File: src/hdl/rgs_params.svh
// Register indices, field positions, reset values and timing counts
`ifndef RGS_PARAMS_SVH
`define RGS_PARAMS_SVH
// Register indices; byte address is four times the index
`define RGS_IDX_SETUP7    12'h113
`define RGS_IDX_RESULT    12'h312
`define RGS_IDX_CONV_HI   12'h327
`define RGS_IDX_CONV_LO   12'h328
`define RGS_IDX_DWELL     12'h32F
`define RGS_IDX_OVERRIDE  12'h35D
`define RGS_IDX_RAISE     12'h35E
`define RGS_IDX_DROP      12'h35F
`define RGS_IDX_GAINST    12'h360
`define RGS_IDX_COMMAND   12'h3F0
// Field positions
`define RGS_POLICY_LSB    0
`define RGS_HOLD_BIT      6
`define RGS_OVR_LNA_LSB   0
`define RGS_OVR_MIX_BIT   2
`define RGS_OVR_FILT_LSB  3
// Reset values
`define RGS_DWELL_RST     8'h28
`define RGS_RAISE_RST     8'h40
`define RGS_DROP_RST      8'hC0
// Stage gain codes read back in the gain state register
`define RGS_CODE_S1       8'h00
`define RGS_CODE_S2       8'h01
`define RGS_CODE_S3       8'h02
`define RGS_CODE_S4       8'h0A
`define RGS_CODE_S5       8'h12
`define RGS_CODE_S6       8'h16
// One divider unit of dwell: 25 us over 40 units
`define RGS_TICK_NS       625
`define RGS_CLK_NS        8
`define RGS_TICK_CYC      (`RGS_TICK_NS / `RGS_CLK_NS)
`endif

File: src/hdl/rgs_pkg.sv
// Types shared by the gain and signal level block
package rgs_pkg;
   typedef enum logic [1:0] {
      POL_FREE   = 2'b00,
      POL_MANUAL = 2'b01,
      POL_HOLD   = 2'b10,
      POL_LOCK   = 2'b11
   } rgs_policy_type;
   typedef enum logic [1:0] {
      GAIN_HIGH = 2'b00,
      GAIN_MED  = 2'b01,
      GAIN_LOW  = 2'b10
   } rgs_level_type;
endpackage : rgs_pkg

File: src/hdl/rgs_top.sv
// Receive gain controller and signal level readout with APB registers
//
// Design decision made here: register access over APB.
`timescale 1ns/10ps
`include "rgs_params.svh"
module rgs_top (
   input  wire logic       pclk,          // Bus and loop clock
   input  wire logic       presetn,       // Async reset, low
   input  wire logic       clk_en,        // Freezes all state when low
   input  wire logic [13:0] paddr,        // APB byte address
   input  wire logic       psel,          // APB select
   input  wire logic       penable,       // APB access phase
   input  wire logic       pwrite,        // APB write
   input  wire logic [31:0] pwdata,       // APB write data
   output logic      [31:0] prdata,       // APB read data
   output logic            pready,        // APB ready
   output logic            pslverr,       // APB error, unmapped
   input  wire logic [7:0] level_code,    // Converter level pin
   input  wire logic       preamble_hit,  // Preamble detected pin
   input  wire logic       packet_ok,     // Valid packet end pin
   input  wire logic       packet_mode,   // High packet, low sport
   input  wire logic       rx_state,      // Receive state pin
   input  wire logic       on_state,      // Idle on state pin
   output logic      [1:0] lna_gain,      // Amplifier gain level
   output logic            mix_gain_low,  // Mixer gain low
   output logic      [1:0] filt_gain      // Filter gain level
);
   // ==========================================================
   // Functions
   function automatic logic [7:0] stage_code(input logic [2:0] s);
      case (s)
         3'd1:    stage_code = `RGS_CODE_S1;
         3'd2:    stage_code = `RGS_CODE_S2;
         3'd3:    stage_code = `RGS_CODE_S3;
         3'd4:    stage_code = `RGS_CODE_S4;
         3'd5:    stage_code = `RGS_CODE_S5;
         default: stage_code = `RGS_CODE_S6;
      endcase
   endfunction : stage_code

   function automatic logic [4:0] stage_gains(input logic [2:0] s);
      // {lna[1:0], mixer low, filter[1:0]}
      case (s)
         3'd1:    stage_gains = {rgs_pkg::GAIN_HIGH, 1'b0, rgs_pkg::GAIN_HIGH};
         3'd2:    stage_gains = {rgs_pkg::GAIN_HIGH, 1'b1, rgs_pkg::GAIN_HIGH};
         3'd3:    stage_gains = {rgs_pkg::GAIN_MED,  1'b1, rgs_pkg::GAIN_HIGH};
         3'd4:    stage_gains = {rgs_pkg::GAIN_LOW,  1'b1, rgs_pkg::GAIN_HIGH};
         3'd5:    stage_gains = {rgs_pkg::GAIN_LOW,  1'b1, rgs_pkg::GAIN_MED};
         default: stage_gains = {rgs_pkg::GAIN_LOW,  1'b1, rgs_pkg::GAIN_LOW};
      endcase
   endfunction : stage_gains

   // ==========================================================
   // Pin synchronisers
   logic [7:0] lvl_s1_r, lvl_r;
   logic [4:0] pin_s1_r, pin_r;
   logic       pkt_prev_r;
   always_ff @(posedge pclk or negedge presetn) begin
      if (!presetn) begin
         lvl_s1_r   <= 8'h00;
         lvl_r      <= 8'h00;
         pin_s1_r   <= 5'h00;
         pin_r      <= 5'h00;
         pkt_prev_r <= 1'b0;
      end else if (clk_en) begin
         lvl_s1_r   <= level_code;
         lvl_r      <= lvl_s1_r;
         pin_s1_r   <= {preamble_hit, packet_ok, packet_mode, rx_state, on_state};
         pin_r      <= pin_s1_r;
         pkt_prev_r <= pin_r[3];
      end
   end
   logic pre_hit, pkt_pulse, pkt_mode, in_rx, in_on;
   assign pre_hit   = pin_r[4];
   assign pkt_pulse = pin_r[3] & ~pkt_prev_r;
   assign pkt_mode  = pin_r[2];
   assign in_rx     = pin_r[1];
   assign in_on     = pin_r[0];

   // ==========================================================
   // Registers
   logic [7:0] setup7_r, dwell_div_r, override_r, raise_r, drop_r;
   logic [7:0] result_r, gainst_r;
   logic [2:0] stage_r;
   logic       meas_cmd;
   logic [11:0] idx;
   logic        setup_ph, wr_acc;
   assign idx      = paddr[13:2];
   assign setup_ph = psel & ~penable;
   assign wr_acc   = psel & penable & pready & pwrite;
   assign meas_cmd = wr_acc && idx == `RGS_IDX_COMMAND;

   always_ff @(posedge pclk or negedge presetn) begin
      if (!presetn) begin
         setup7_r    <= 8'h00;
         dwell_div_r <= `RGS_DWELL_RST;
         override_r  <= 8'h00;
         raise_r     <= `RGS_RAISE_RST;
         drop_r      <= `RGS_DROP_RST;
      end else if (clk_en && wr_acc) begin
         case (idx)
            `RGS_IDX_SETUP7:   setup7_r    <= pwdata[7:0];
            `RGS_IDX_DWELL:    dwell_div_r <= pwdata[7:0];
            `RGS_IDX_OVERRIDE: override_r  <= pwdata[7:0];
            `RGS_IDX_RAISE:    raise_r     <= pwdata[7:0];
            `RGS_IDX_DROP:     drop_r      <= pwdata[7:0];
            default: ;
         endcase
      end
   end

   // Read mux, captured in setup so the access phase has no wait
   logic [7:0] rd_nxt;
   logic       err_nxt;
   always_comb begin
      rd_nxt  = 8'h00;
      err_nxt = 1'b0;
      case (idx)
         `RGS_IDX_SETUP7:   rd_nxt = setup7_r;
         `RGS_IDX_RESULT:   rd_nxt = result_r;
         `RGS_IDX_CONV_HI:  rd_nxt = lvl_r;
         `RGS_IDX_CONV_LO:  rd_nxt = 8'h00;
         `RGS_IDX_DWELL:    rd_nxt = dwell_div_r;
         `RGS_IDX_OVERRIDE: rd_nxt = override_r;
         `RGS_IDX_RAISE:    rd_nxt = raise_r;
         `RGS_IDX_DROP:     rd_nxt = drop_r;
         `RGS_IDX_GAINST:   rd_nxt = gainst_r;
         `RGS_IDX_COMMAND:  rd_nxt = 8'h00;
         default:           err_nxt = 1'b1;
      endcase
   end

   always_ff @(posedge pclk or negedge presetn) begin
      if (!presetn) begin
         prdata  <= 32'h0000_0000;
         pready  <= 1'b0;
         pslverr <= 1'b0;
      end else if (clk_en) begin
         pready  <= setup_ph;
         pslverr <= setup_ph & err_nxt;
         if (setup_ph) begin
            prdata <= {24'h00_0000, rd_nxt};
         end
      end
   end

   // ==========================================================
   // Dwell timing
   logic [6:0] pre_r;
   logic [7:0] dwell_r;
   logic       tick, dwell_end;
   assign tick      = pre_r == 7'(`RGS_TICK_CYC - 1);
   assign dwell_end = tick && dwell_r >= dwell_div_r - 8'h01;
   always_ff @(posedge pclk or negedge presetn) begin
      if (!presetn) begin
         pre_r   <= 7'h00;
         dwell_r <= 8'h00;
      end else if (clk_en) begin
         pre_r <= tick ? 7'h00 : pre_r + 7'h01;
         if (dwell_end) begin
            dwell_r <= 8'h00;
         end else if (tick) begin
            dwell_r <= dwell_r + 8'h01;
         end
      end
   end

   // ==========================================================
   // Gain loop
   rgs_pkg::rgs_policy_type policy;
   logic locked_r, frozen;
   assign policy = rgs_pkg::rgs_policy_type'(setup7_r[`RGS_POLICY_LSB +: 2]);
   // Hold bit covers host reads while gain would otherwise move
   assign frozen = policy == rgs_pkg::POL_HOLD || override_r[`RGS_HOLD_BIT] ||
                   (policy == rgs_pkg::POL_LOCK && locked_r);

   always_ff @(posedge pclk or negedge presetn) begin
      if (!presetn) begin
         locked_r <= 1'b0;
      end else if (clk_en) begin
         if (!in_rx || policy != rgs_pkg::POL_LOCK) begin
            locked_r <= 1'b0;
         end else if (pre_hit) begin
            locked_r <= 1'b1;
         end
      end
   end

   always_ff @(posedge pclk or negedge presetn) begin
      if (!presetn) begin
         stage_r <= 3'd1;
      end else if (clk_en && dwell_end && policy != rgs_pkg::POL_MANUAL && !frozen) begin
         if (lvl_r > drop_r && stage_r < 3'd6) begin
            stage_r <= stage_r + 3'd1;
         end else if (lvl_r < raise_r && stage_r > 3'd1) begin
            stage_r <= stage_r - 3'd1;
         end
      end
   end

   logic [4:0] gains_nxt;
   always_comb begin
      if (policy == rgs_pkg::POL_MANUAL) begin
         gains_nxt = {override_r[`RGS_OVR_LNA_LSB +: 2], override_r[`RGS_OVR_MIX_BIT],
                      override_r[`RGS_OVR_FILT_LSB +: 2]};
      end else begin
         gains_nxt = stage_gains(stage_r);
      end
   end

   always_ff @(posedge pclk or negedge presetn) begin
      if (!presetn) begin
         lna_gain     <= 2'b00;
         mix_gain_low <= 1'b0;
         filt_gain    <= 2'b00;
         gainst_r     <= 8'h00;
      end else if (clk_en) begin
         lna_gain     <= gains_nxt[4:3];
         mix_gain_low <= gains_nxt[2];
         filt_gain    <= gains_nxt[1:0];
         gainst_r     <= policy == rgs_pkg::POL_MANUAL ?
                         {3'b000, override_r[4:0]} : stage_code(stage_r);
      end
   end

   // ==========================================================
   // Signal level result
   // Running average over about eight samples for the measure command
   logic [10:0] acc_r;
   always_ff @(posedge pclk or negedge presetn) begin
      if (!presetn) begin
         acc_r <= 11'h000;
      end else if (clk_en) begin
         acc_r <= acc_r - {3'b000, acc_r[10:3]} + {3'b000, lvl_r};
      end
   end

   always_ff @(posedge pclk or negedge presetn) begin
      if (!presetn) begin
         result_r <= 8'h00;
      end else if (clk_en) begin
         if (meas_cmd && in_on) begin
            result_r <= acc_r[10:3];
         end else if (pkt_pulse && pkt_mode) begin
            result_r <= lvl_r;
         end
      end
   end

   // ==========================================================
   // Checks
   a_stage_range: assert property (@(posedge pclk) disable iff (!presetn)
      stage_r >= 3'd1 && stage_r <= 3'd6) else $error("stage out of range");
   a_drop_step: assert property (@(posedge pclk) disable iff (!presetn)
      clk_en && dwell_end && policy == rgs_pkg::POL_FREE && !override_r[6] &&
      lvl_r > drop_r && stage_r < 3'd6 |=> stage_r == $past(stage_r) + 3'd1)
      else $error("gain not lowered");
   a_raise_step: assert property (@(posedge pclk) disable iff (!presetn)
      clk_en && dwell_end && policy == rgs_pkg::POL_FREE && !override_r[6] &&
      lvl_r < raise_r && lvl_r <= drop_r && stage_r > 3'd1 |=>
      stage_r == $past(stage_r) - 3'd1) else $error("gain not raised");
   a_hold_freeze: assert property (@(posedge pclk) disable iff (!presetn)
      frozen |=> $stable(stage_r)) else $error("stage moved while held");
   a_step_once: assert property (@(posedge pclk) disable iff (!presetn)
      $changed(stage_r) |=> !$changed(stage_r)) else $error("two steps");
   a_stage_one: assert property (@(posedge pclk) disable iff (!presetn)
      clk_en && stage_r == 3'd1 && policy != rgs_pkg::POL_MANUAL |=>
      lna_gain == 2'b00 && !mix_gain_low && filt_gain == 2'b00)
      else $error("stage one gains wrong");
   a_gain_readout: assert property (@(posedge pclk) disable iff (!presetn)
      clk_en && policy == rgs_pkg::POL_FREE |=> gainst_r == stage_code($past(stage_r)))
      else $error("gain state wrong");
   a_auto_store: assert property (@(posedge pclk) disable iff (!presetn)
      clk_en && pkt_pulse && pkt_mode && !meas_cmd |=> result_r == $past(lvl_r))
      else $error("packet level not stored");
   a_sport_noauto: assert property (@(posedge pclk) disable iff (!presetn)
      !pkt_mode && !meas_cmd |=> $stable(result_r)) else $error("sport mode store");
   a_cmd_store: assert property (@(posedge pclk) disable iff (!presetn)
      clk_en && meas_cmd && in_on |=> result_r == $past(acc_r[10:3]))
      else $error("measure not stored");
   a_conv_readback: assert property (@(posedge pclk) disable iff (!presetn)
      clk_en && setup_ph && idx == `RGS_IDX_CONV_HI |=> prdata[7:0] == $past(lvl_r))
      else $error("converter readback wrong");
   a_manual_gains: assert property (@(posedge pclk) disable iff (!presetn)
      clk_en && policy == rgs_pkg::POL_MANUAL |=>
      lna_gain == $past(override_r[1:0]) && mix_gain_low == $past(override_r[2]) &&
      filt_gain == $past(override_r[4:3])) else $error("manual gains not applied");
endmodule : rgs_top

File: config.mk
export PLATFORM = sky130hd
export DESIGN_NAME = rgs_top
export DESIGN_NICKNAME = d
export VERILOG_FILES = /design/src/hdl/rgs_pkg.sv /design/src/hdl/rgs_top.sv
export VERILOG_INCLUDE_DIRS = /design/src /design/src/hdl
export SDC_FILE = /design/constraint.sdc
export NUM_CORES = 1
export LEC_CHECK = 0
export BUFFER_PORTS_ARGS = -buffer_cell sky130_fd_sc_hd__buf_4
export CAP_MARGIN = 20
export CORE_MARGIN = 10
export CORE_UTILIZATION = 50
export CTS_CLUSTER_SIZE = 10
export DETAILED_ROUTE_END_ITERATION = 10
export PLACE_DENSITY = 0.79
export SETUP_SLACK_MARGIN = 0.4
export SYNTH_ARGS = -nofsm -noshare
export SYNTH_HDL_FRONTEND = slang
export SYNTH_SLANG_ARGS = --single-unit
File: constraint.sdc
create_clock -name pclk -period 6.2 [get_ports pclk]
set_clock_uncertainty 0.05 [all_clocks]
set_input_delay 0.31 -clock pclk [delete_from_list [all_inputs] [get_ports pclk]]
set_output_delay 0.31 -clock pclk [all_outputs]
set_load 0.05 [all_outputs]
* After elaboration in Yosys (flattened, before gate mapping) *
Cells that the tools add are included.

word-level totals
  register bits after elaboration = 128
  input bits = 65
  output and inout port bits = 39
  logic and storage cells = 110

cells by class
  add/subtract/negate cells = 7
  magnitude comparators = 5
  equal/unequal tests = 21
  multiplexer cells = 15
  bitwise operators = 8
  reduce and logical (&&, ||, !) cells = 31

operators with widths
  kind                    number
  $eq A12 B10 Y1 const B  9
  $pmux W8 S8             1
  $pmux W5 S5             2
  $mux W8                 5
  $reduce_and A2 Y1       10
  $eq A12 B9 Y1 const B   1
  $add A11 B8 Y11         1
  $logic_and A1 B1 Y1     11
  $sub A11 B8 Y11         1
  $reduce_or A10 Y1       1
  $add A8 B1 Y8 const B   1
  $ge A8 B8 Y1            1
  $gt A8 B8 Y1            1
  $lt A8 B8 Y1            1
  $reduce_bool A2 Y1      4
  $sub A8 B1 Y8 const B   1
  $add A7 B1 Y7 const B   1
  $eq A7 B7 Y1 const B    1
  $mux W7                 1
  $and A1 B1 Y1           6
  $eq A3 B2 Y1 const B    2
  $eq A3 B3 Y1 const B    2
  $mux W3                 2
  $mux W5                 1
  other kinds (13)        20

* Logic depth before layout (Yosys ltp) *
Gate-level depths: netlist of run 1.

  word-level depth = 7
  gate-level depth with buffers = 12
  depth with buffers taken out = 12

* Worst setup path before layout of run 1 *
Ideal clock, no wire load.

  kind = register -> register
  start point = register dwell_div_r[4]
  end point = register stage_r[1]
  setup time = 0.079 ns
  arrival time = 2.487 ns
  data required time = 6.071 ns
  slack = 3.583 ns
  stages on the path, launching flop included = 12
  path buffers = 0
  clock period less this slack = 2.617 ns
  path through = dfrtp_1 or3_1 nor2_1 nand2_1 xor2_1 ha_1 and4_1 o21ai_0 o211ai_1 o211ai_1 nor3_1 mux2i_1

between the ends
  word-level cells in the longest chain between the ends = 7

RTL lines
  element                            RTL line        text
  start: declaration                 rgs_top.sv:82   logic [7:0] setup7_r, dwell_div_r, override_r, raise_r, drop_r;
  start signal: assignment           rgs_top.sv:96   dwell_div_r <= `RGS_DWELL_RST;
  start signal: assignment           rgs_top.sv:103  `RGS_IDX_DWELL: dwell_div_r <= pwdata[7:0];
  $sub A8 B1 Y8                      rgs_top.sv:153  assign dwell_end = tick && dwell_r >= dwell_div_r - 8'h01;
  $ge A8 B8 Y1                       rgs_top.sv:153
  $logic_and A1 B1 Y1                rgs_top.sv:153
  $logic_and A1 B1 Y1 (3 in series)  rgs_top.sv:192  end else if (clk_en && dwell_end && policy != rgs_pkg::POL_MANUAL && !frozen) begin
  $reduce_and A2 Y1 (no line)        -
  end signal: assignment             rgs_top.sv:194  stage_r <= stage_r + 3'd1;
  end signal: assignment             rgs_top.sv:196  stage_r <= stage_r - 3'd1;
  end: declaration                   rgs_top.sv:84   logic [2:0] stage_r;

Every way passes these cells.
A chain may end at the register's enable or synchronous reset.

* Final worst setup path of run 1 *
  start point = register lvl_r[1]
  end point = register acc_r[10]

between the ends
  word-level cells in the longest chain between the ends = 1

RTL lines
  element                   RTL line        text
  start: declaration        rgs_top.sv:55   logic [7:0] lvl_s1_r, lvl_r;
  start signal: assignment  rgs_top.sv:67   lvl_r <= lvl_s1_r;
  $add A11 B8 Y11           rgs_top.sv:234  acc_r <= acc_r - {3'b000, acc_r[10:3]} + {3'b000, lvl_r};
  end signal: assignment    rgs_top.sv:234
  end: declaration          rgs_top.sv:229  logic [10:0] acc_r;

Every way passes these cells.

==> results.md, run 1 <==
- Clk buf depth: 2
- GRT overflow: 0
- Via-to-Cell Ratio: 5.61
- Avg WL per Cell: 17.7 µm
- Commonest cells post-synth: dfrtp_1, mux2_2, nand2_1, inv_1, nor2_1
- Insertion delay to the later sink of the worst-skew pair: 0.42 ns
- Max-Cap Viols: 0
- CTS clk-pin slew, worst paths: 0.06 ns
- Pwr per Cell Area: 371 mW/mm²
- Post-synth EDFFs: 0
- Period minus WS final: 3.03 ns
- Area grow syn2layout: 14.5%
- Die Span Y: 143 µm
- Post-route design area: 0.00866 mm²
- Cell row count: 44
- Final ANT Viol Nets: 0
- Asr flop ratio synth: 100%
- Starting density of the core: 51.4%
- Total power: 3.21 mW
- Synth Flop Type: dfrtp_1
- Largest net degree at the start of global routing: 86
- Slowest stage cell on the critical path: fa_1
- Port bufs: 53
- Worst Path Max Fanout: 4
- TritonCTS clock tree: built
- DP HPWL: 12.9 mm
- P_leak: 4.08 nW
- Post-synth top area share: 39.4%
- Die Wd: 143 µm
- WP buf/inv: 1
- Slew HR: 33.4%
- Kind of critical path: flop to flop
- Storage cell area: 0.00314 mm²
- GPL Wtd Cong: 0.890
- Area of the multi-input gates: 0.00400 mm²
- Vias: 5,497
- CP endpoint kind: flop
- Startpoint types: flop
- Final Hold Viols: 0
- Core Area: 0.0147 mm²
- Global-route wire length before repair: 29.0 mm
- CTS root buf: clkbuf_16
- Cts bufs inserted: 17
- Unrepaired setup endpoints after global routing: no
- Residual DRC count: 0
- Final worst slack: 3.17 ns
- Final Util: 58.9%
- CP cell instances: inv_1 -> fa_1 -> fa_1 -> nand2b_1 -> a21oi_1 -> o21ai_0 -> o21ai_0 -> mux2i_1 -> xor2_1
- Setup tns final: 0 ns
- Setup-failing EPs final: 0
- Postcts setup bufs: 0
- Arr. time, crit path: 3.32 ns
- Total die area: 0.0204 mm²
- CTS H-Tree Depth: 4
- Hold/Removal Path Class: primary input to flop
- Synth warnings: 0
- DP Area: 0.00802 mm²
- Max frequency: 330 MHz
- Max VDD drop: 0.344 mV
- Max incr delay on CP: 0.53 ns
- Max Slew Vio Count: 0
- Dpl ws: 3.21 ns
- Placed Instances: 947
- Worst slew pin tran: 0.990 ns
- Final worst-path cycle share: 48.8%
- CP required: 6.49 ns
- Syn Std Cell Area: 0.00756 mm²
- GR Util All Layers: 17.8%
- Drt total wl: 17.3 mm
- N_diodes: 0
- Non-Filler Instances: 980
- #FFs+latches synth: 125
- Clk sinks: 125
- Count leader, synth: dfrtp_1
- Layout cells sized above 1: 22.9%
- Vias in the first global route: 5,632
- Top cells by area, synth: dfrtp_1, mux2_2, ha_1
- WHS: 0.0724 ns
- Synth unique cells: 72
- Ports: 104
- Avg Cell Area, Syn: 10.4 µm²
- Status: completed
- # fillers: 1,229
- Initial antenna violation count: 0
- Sequential element share of the synthesized area: 41.5%
- Final #Nets: 900
- Synth area leader: dfrtp_1
- Pre-antenna DRT Iters: 4
- Drt initial violations: 396
- Crit-path leading delay family: adder cells
- Mapped Cells: 729
## kinds of logic after synthesis
kind of cell	count (synthesis)	synth area share, %
other	1	0.0496
XOR/XNOR	22	2.55
flip-flops	125	41.5
adder cells (fa/ha/maj)	52	9.40
multiplexers	96	14.3
AO/OA/AOI/OAI	137	11.5
AND/OR/NAND/NOR	189	13.9
buffers and inverters	107	6.73
## placed cells by master (no fill, tap or decap), types with 5 or more instances in the layout
cell | Yosys | layout
dfrtp_1 | 119 | 119
mux2_2 | 65 | 65
nand2_1 | 64 | 64
inv_1 | 63 | 63
buf_4 | 24 | 55
nor2_1 | 48 | 48
o21ai_0 | 45 | 45
ha_1 | 44 | 44
conb_1 | 1 | 24
a21oi_1 | 23 | 23
mux2i_1 | 23 | 23
clkbuf_16 | 0 | 17
xnor2_1 | 12 | 12
nand3_1 | 12 | 12
o211ai_1 | 11 | 11
a22oi_1 | 11 | 11
xor2_1 | 10 | 10
nand2b_1 | 9 | 9
a31oi_1 | 8 | 8
mux2_4 | 8 | 8
fa_1 | 8 | 8
nor3_1 | 7 | 7
dfstp_2 | 6 | 6
and4_1 | 5 | 5
nor2b_1 | 5 | 5
nand4_1 | 5 | 5
o22ai_1 | 5 | 5
## sequential cells by signal (all words and copies together), names as in the netlist, 2 cells and up
register / flops
acc_r: 11
drop_r: 8
dwell_div_r: 8
dwell_r: 8
lvl_r: 8
lvl_s1_r: 8
override_r: 8
prdata: 8
raise_r: 8
result_r: 8
setup7_r: 8
pre_r: 7
gainst_r: 5
pin_r: 5
pin_s1_r: 5
stage_r: 3
filt_gain: 2
lna_gain: 2
## routing by layer
metal	global-route usage, %	vias up	part of all wire, %
li1	-	2632	-
met1	22.0	2683	43
met2	29.5	155	48
met3	4.81	27	6.7
met4	6.03	0	1.8
met5	0	-	0
## timing repair
action / 4_1_cts / 5_1_grt
endpoints found under the hold margin: 55 / 0
hold buffers: 1 / 0
gates resized for setup: 0 / 0
## where the power goes
group / internal, mW / switching, mW / total [mW]
clock: 0.713 / 0.343 / 1.06
combinational: 0.479 / 0.628 / 1.11
sequential: 0.941 / 0.106 / 1.05
total: 2.13 / 1.08 / 3.21
## layout make-up
| type | count | share of cell area (%) |
|---|---|---|
| Inverter | 63 | 2.73 |
| Tap cell | 184 | 2.66 |
| Sequential cell | 125 | 36.2 |
| Multi-Input combinational cell | 520 | 46.2 |
| Clock buffer | 25 | 5.72 |
| Timing Repair Buffer | 56 | 4.88 |
| Clock inverter | 7 | 1.56 |
## worst register-to-register path, delay by kind of cell (launching register included)
family / cells / cell delay, ns
AO/OA/AOI/OAI: 3 / 0.72
XOR/XNOR: 1 / 0.15
adder cells (fa/ha/maj): 2 / 0.99
buffers and inverters: 1 / 0.13
flip-flops: 1 / 0.45
multiplexers: 1 / 0.26
AND/OR/NAND/NOR: 1 / 0.20
## final timing paths
path / startpoint / to / slack, ns / cells past startpoint
max in group asynchronous: presetn / override_r[1]$_DFFE_PN0P_ / 4.30 / 3
min: level_code[0] / lvl_s1_r[0]$_DFFE_PN0P_ / 0.07 / 2
max: lvl_r[1]$_DFFE_PN0P_ / acc_r[10]$_DFFE_PN0P_ / 3.17 / 9
min in group asynchronous: presetn / pin_r[0]$_DFFE_PN0P_ / 0.45 / 2
min reg2reg: prdata[0]$_DFFE_PN0P_ / prdata[0]$_DFFE_PN0P_ / 0.43 / 2
max reg2reg: lvl_r[1]$_DFFE_PN0P_ / acc_r[10]$_DFFE_PN0P_ / 3.17 / 9
No activity file was read; power rests on OpenSTA's default activity.
==> run 2: changes to the inputs <==
Settings changed: ABC_AREA set to 1, PLACE_DENSITY 0.79 to 0.81.
Clock period 6.2 ns to 2.4 ns, I/O delays scaled along.
==> run 2 against run 1 <==
Compared with the run above:
- combinational power grew to 4.8 times the previous value
- core utilization rose by 3.9 points
- global-route usage is 1.7 points higher
- sequential share of layout area fell by 4.5 points
- clock power is 130% higher
- routed wire length increased by 29%
- sequential power increased by 150%
- setup slack got worse by 3.1 ns
- cell count grew 41%
- non-clock buffer count grew 54
- worst hold slack got worse by 0.066 ns
- critical endpoint is now dwell_r[6]$_DFFE_PN0P_
- highest routed layer unchanged
==> results.md, run 2 <==
- CP cell instances: nor2_1 -> nand2_1 -> or3_4 -> nor3_4 -> xnor2_1 -> ha_1 -> nand2_1 -> inv_1 -> nor2_1 -> o21a_1 -> nand2_1 -> nand2_2 -> nor2_4 -> nor2_2
- Xor/xnor cell area share of the yosys netlist: 1.97% (-0.58 points)
- Unrepaired setup endpoints after global routing: yes
- Max VDD drop: 1.05 mV (+210%)
- Placed Instances: 1,309 (+38%)
- Synth unique cells: 44 (-39%)
- Crit. path cell count: 14 (+5)
- Synth area leader: dfrtp_1
- Pint: 6.23 mW (+190%)
- CTS clk-pin slew, worst paths: 0.06 ns (about the same)
- Die Wd: 147 µm (+2.5%)
- Max frequency: 422 MHz (+28%)
- Slowest stage cell on the critical path: dfrtp_1
- Cts bufs inserted: 17 (unchanged)
- Sw frac: 40.1% (+6.5 points)
- P_leak: 5.08 nW (+25%)
- Die Span Y: 147 µm (+2.5%)
- WHS: 0.00678 ns (-0.0657 ns)
- Clk buf depth: 2 (unchanged)
- Vias: 7,273 (+32%)
- Asr flop ratio synth: 100% (unchanged)
- Pwr per Cell Area: 1050 mW/mm² (+180%)
- CTS root buf: clkbuf_16
- Max incr delay on CP: 0.39 ns (-0.14 ns)
- Slew HR: 52.9% (+20 points)
- Worst R2R Path Depth: 14 (+5)
- CTS H-Tree Depth: 4 (unchanged)
- Via-to-Cell Ratio: 5.26 (-6.2%)
- Ports: 104 (unchanged)
- Max-Cap Viols: 0 (unchanged)
- Mapped Cells: 1,049 (+44%)
- Clock Power Share: 23.4% (-9.5 points)
- Final worst slack: 0.0310 ns (-3.14 ns)
- GRT overflow: 0 (unchanged)
- Top cells by area, synth: dfrtp_1, nand2_1, ha_1
- Post-synth EDFFs: 0 (unchanged)
- Comb power frac: 51.5% (+17 points)
- Max FFs per register: 11 (unchanged)
- Initial antenna violation count: 0 (unchanged)
- Clk sinks: 125 (unchanged)
- Total power: 10.4 mW (+220%)
- Synth warnings: 0 (unchanged)
- Drt total wl: 22.2 mm (+29%)
- Post-Synth Simple-Gate Area: 31.7% (+18 points)
- Area grow syn2layout: 23.8%
- Worst slew pin tran: 0.702 ns (-0.287 ns)
- Period minus WS final: 2.37 ns (-0.660 ns)
- CP required: 2.71 ns (-3.78 ns)
- Final Hold Viols: 0 (unchanged)
- Insertion delay to the later sink of the worst-skew pair: 0.43 ns (about the same)
- Hold path cells: 2 (unchanged)
- Setup-failing EPs final: 0 (unchanged)
- GPL Wtd Cong: 0.941 (+5.8%)
- Vias in the first global route: 6,889 (+22%)
- Kind of critical path: flop to flop
- Syn Std Cell Area: 0.00800 mm² (+5.8%)
- Synth Flop Type: dfrtp_1
- # fillers: 1,322 (+7.6%)
- Starting density of the core: 50.7% (-0.71 points)
- TritonCTS clock tree: built
- Cell row count: 46 (+4.5%)
- Critical path's most frequent cell: nand2_1
- Port bufs: 53 (unchanged)
- Hold/Removal Path Class: primary input to flop
- Compound-Gate Fraction of Synth Area: 7.55% (-4.0 points)
- Commonest cells post-synth: nand2_1, inv_1, dfrtp_1, nand3_1, nor2_1
- Multiplexer share of the synthesized area: 0% (-14 points)
- Drt initial violations: 663 (+67%)
- #FFs+latches synth: 125 (unchanged)
- Final worst-path cycle share: 98.7% (+50 points)
- CP endpoint kind: flop
- Final #Nets: 1,270 (+41%)
- Dpl ws: 0.00789 ns (-3.20 ns)
- Seq pwr share: 25.1% (-7.5 points)
- Crit-path leading delay family: simple AND/OR/NAND/NOR gates
- Core Area: 0.0158 mm² (+7.3%)
- Non-Filler Instances: 1,382 (+41%)
- GR Util All Layers: 19.5% (+1.7 points)
- WP buf/inv: 1 (unchanged)
- Pre-antenna DRT Iters: 5 (+1)
- Sw power: 4.17 mW (+290%)
- Final ANT Viol Nets: 0 (unchanged)
- Worst Path Max Fanout: 5 (+1)
- Sequential element share of the synthesized area: 39.2% (-2.3 points)
- Total die area: 0.0215 mm² (+5.0%)
- Max Slew Vio Count: 0 (unchanged)
- Most common cell after layout, fill and taps aside: nand2_1
- Arr. time, crit path: 2.68 ns (-0.64 ns)
- Layout cells sized above 1: 22.9% (+0.034 points)
- Reg with most FFs: acc_r
- DP HPWL: 15.2 mm (+17%)
- Final Util: 62.8% (+3.9 points)
- Count leader, synth: nand2_1
- Residual DRC count: 0 (unchanged)
- Status: completed
- Global-route wire length before repair: 34.3 mm (+18%)
- Largest family of logic cells by synthesized area: simple AND/OR/NAND/NOR gates
- Avg Cell Area, Syn: 7.63 µm² (-26%)
- Startpoint types: flop
- Avg WL per Cell: 16.1 µm (-8.9%)
- Post-synth top area share: 37.2% (-2.2 points)
- N_diodes: 0 (unchanged)
- Adder-cell share of the synthesized area: 8.88% (-0.52 points)
- Commonest non-fill, non-tap cells in the layout: nand2_1, dfrtp_1, inv_1
- Largest net degree at the start of global routing: 56 (-35%)
[run 2: cell type report]
class                   instances  area [µm²]  area share (%)
clock buffers                  25         485            4.90
repair buffers                110         907            9.16
well taps                     216         270            2.73
inverters                     139         522            5.27
multi-input cells             760        4520            45.6
clock inverters                 7        62.6           0.632
flip-flops and latches        125        3140            31.7
[run 2: per-stage QoR]
step	TNS, ns	cell area [µm²]
after floorplan	0	8210
after global placement	0	8690
after detailed placement	0	8690
after CTS	0	9640
after global routing	-0.986	9900
final	0	9900
[run 2: worst paths after layout]
path	from	to	slack, ns
worst max-delay path	dwell_div_r[2]$_DFFE_PN0P_	dwell_r[6]$_DFFE_PN0P_	0.03
worst min-delay path	clk_en	pre_r[0]$_DFFE_PN0P_	0.007
worst max register to register	dwell_div_r[2]$_DFFE_PN0P_	dwell_r[6]$_DFFE_PN0P_	0.03
worst min register to register	lvl_s1_r[6]$_DFFE_PN0P_	lvl_s1_r[6]$_DFFE_PN0P_	0.43
max in group asynchronous	presetn	dwell_div_r[3]$_DFFE_PN1P_	1.49
min in group asynchronous	presetn	gainst_r[3]$_DFFE_PN0P_	0.10
[run 2: what timing repair did]
action | 4_1_cts | 5_1_grt
hold endpoints to repair | 132 | 0
buffers inserted | 14 | 9
gates resized for setup | 40 | 46
pin swaps | 42 | 30
setup endpoints to repair | 17 | 21
hold buffers | 18 | 0
[run 2: cells by family after synthesis]
kind of cell	after synthesis
other	1
and+or+nand+nor	560
DFF	125
adders and majority gates	52
buffers and inverters	187
xor gates and xnor gates	18
AOI/OAI and AO/OA	106
[run 2: per-layer routing]
layer	global-route usage [%]	up-vias	share of wire (%)
met5	0	-	0
met4	6.71	0	2.9
met3	4.82	56	5.9
met2	32.3	269	50
met1	24.3	3428	41
li1	-	3520	-
[run 2: power groups by stage]
stage                     registers, mW  logic, mW  clock network (mW)
final                              2.61       5.35                2.43
after CTS                          2.60       3.94                2.44
after floorplan                    2.59       2.60                   0
after detailed placement           2.62       3.29                   0
after global routing               2.63       5.76                2.55
after global placement             2.61       3.16                   0
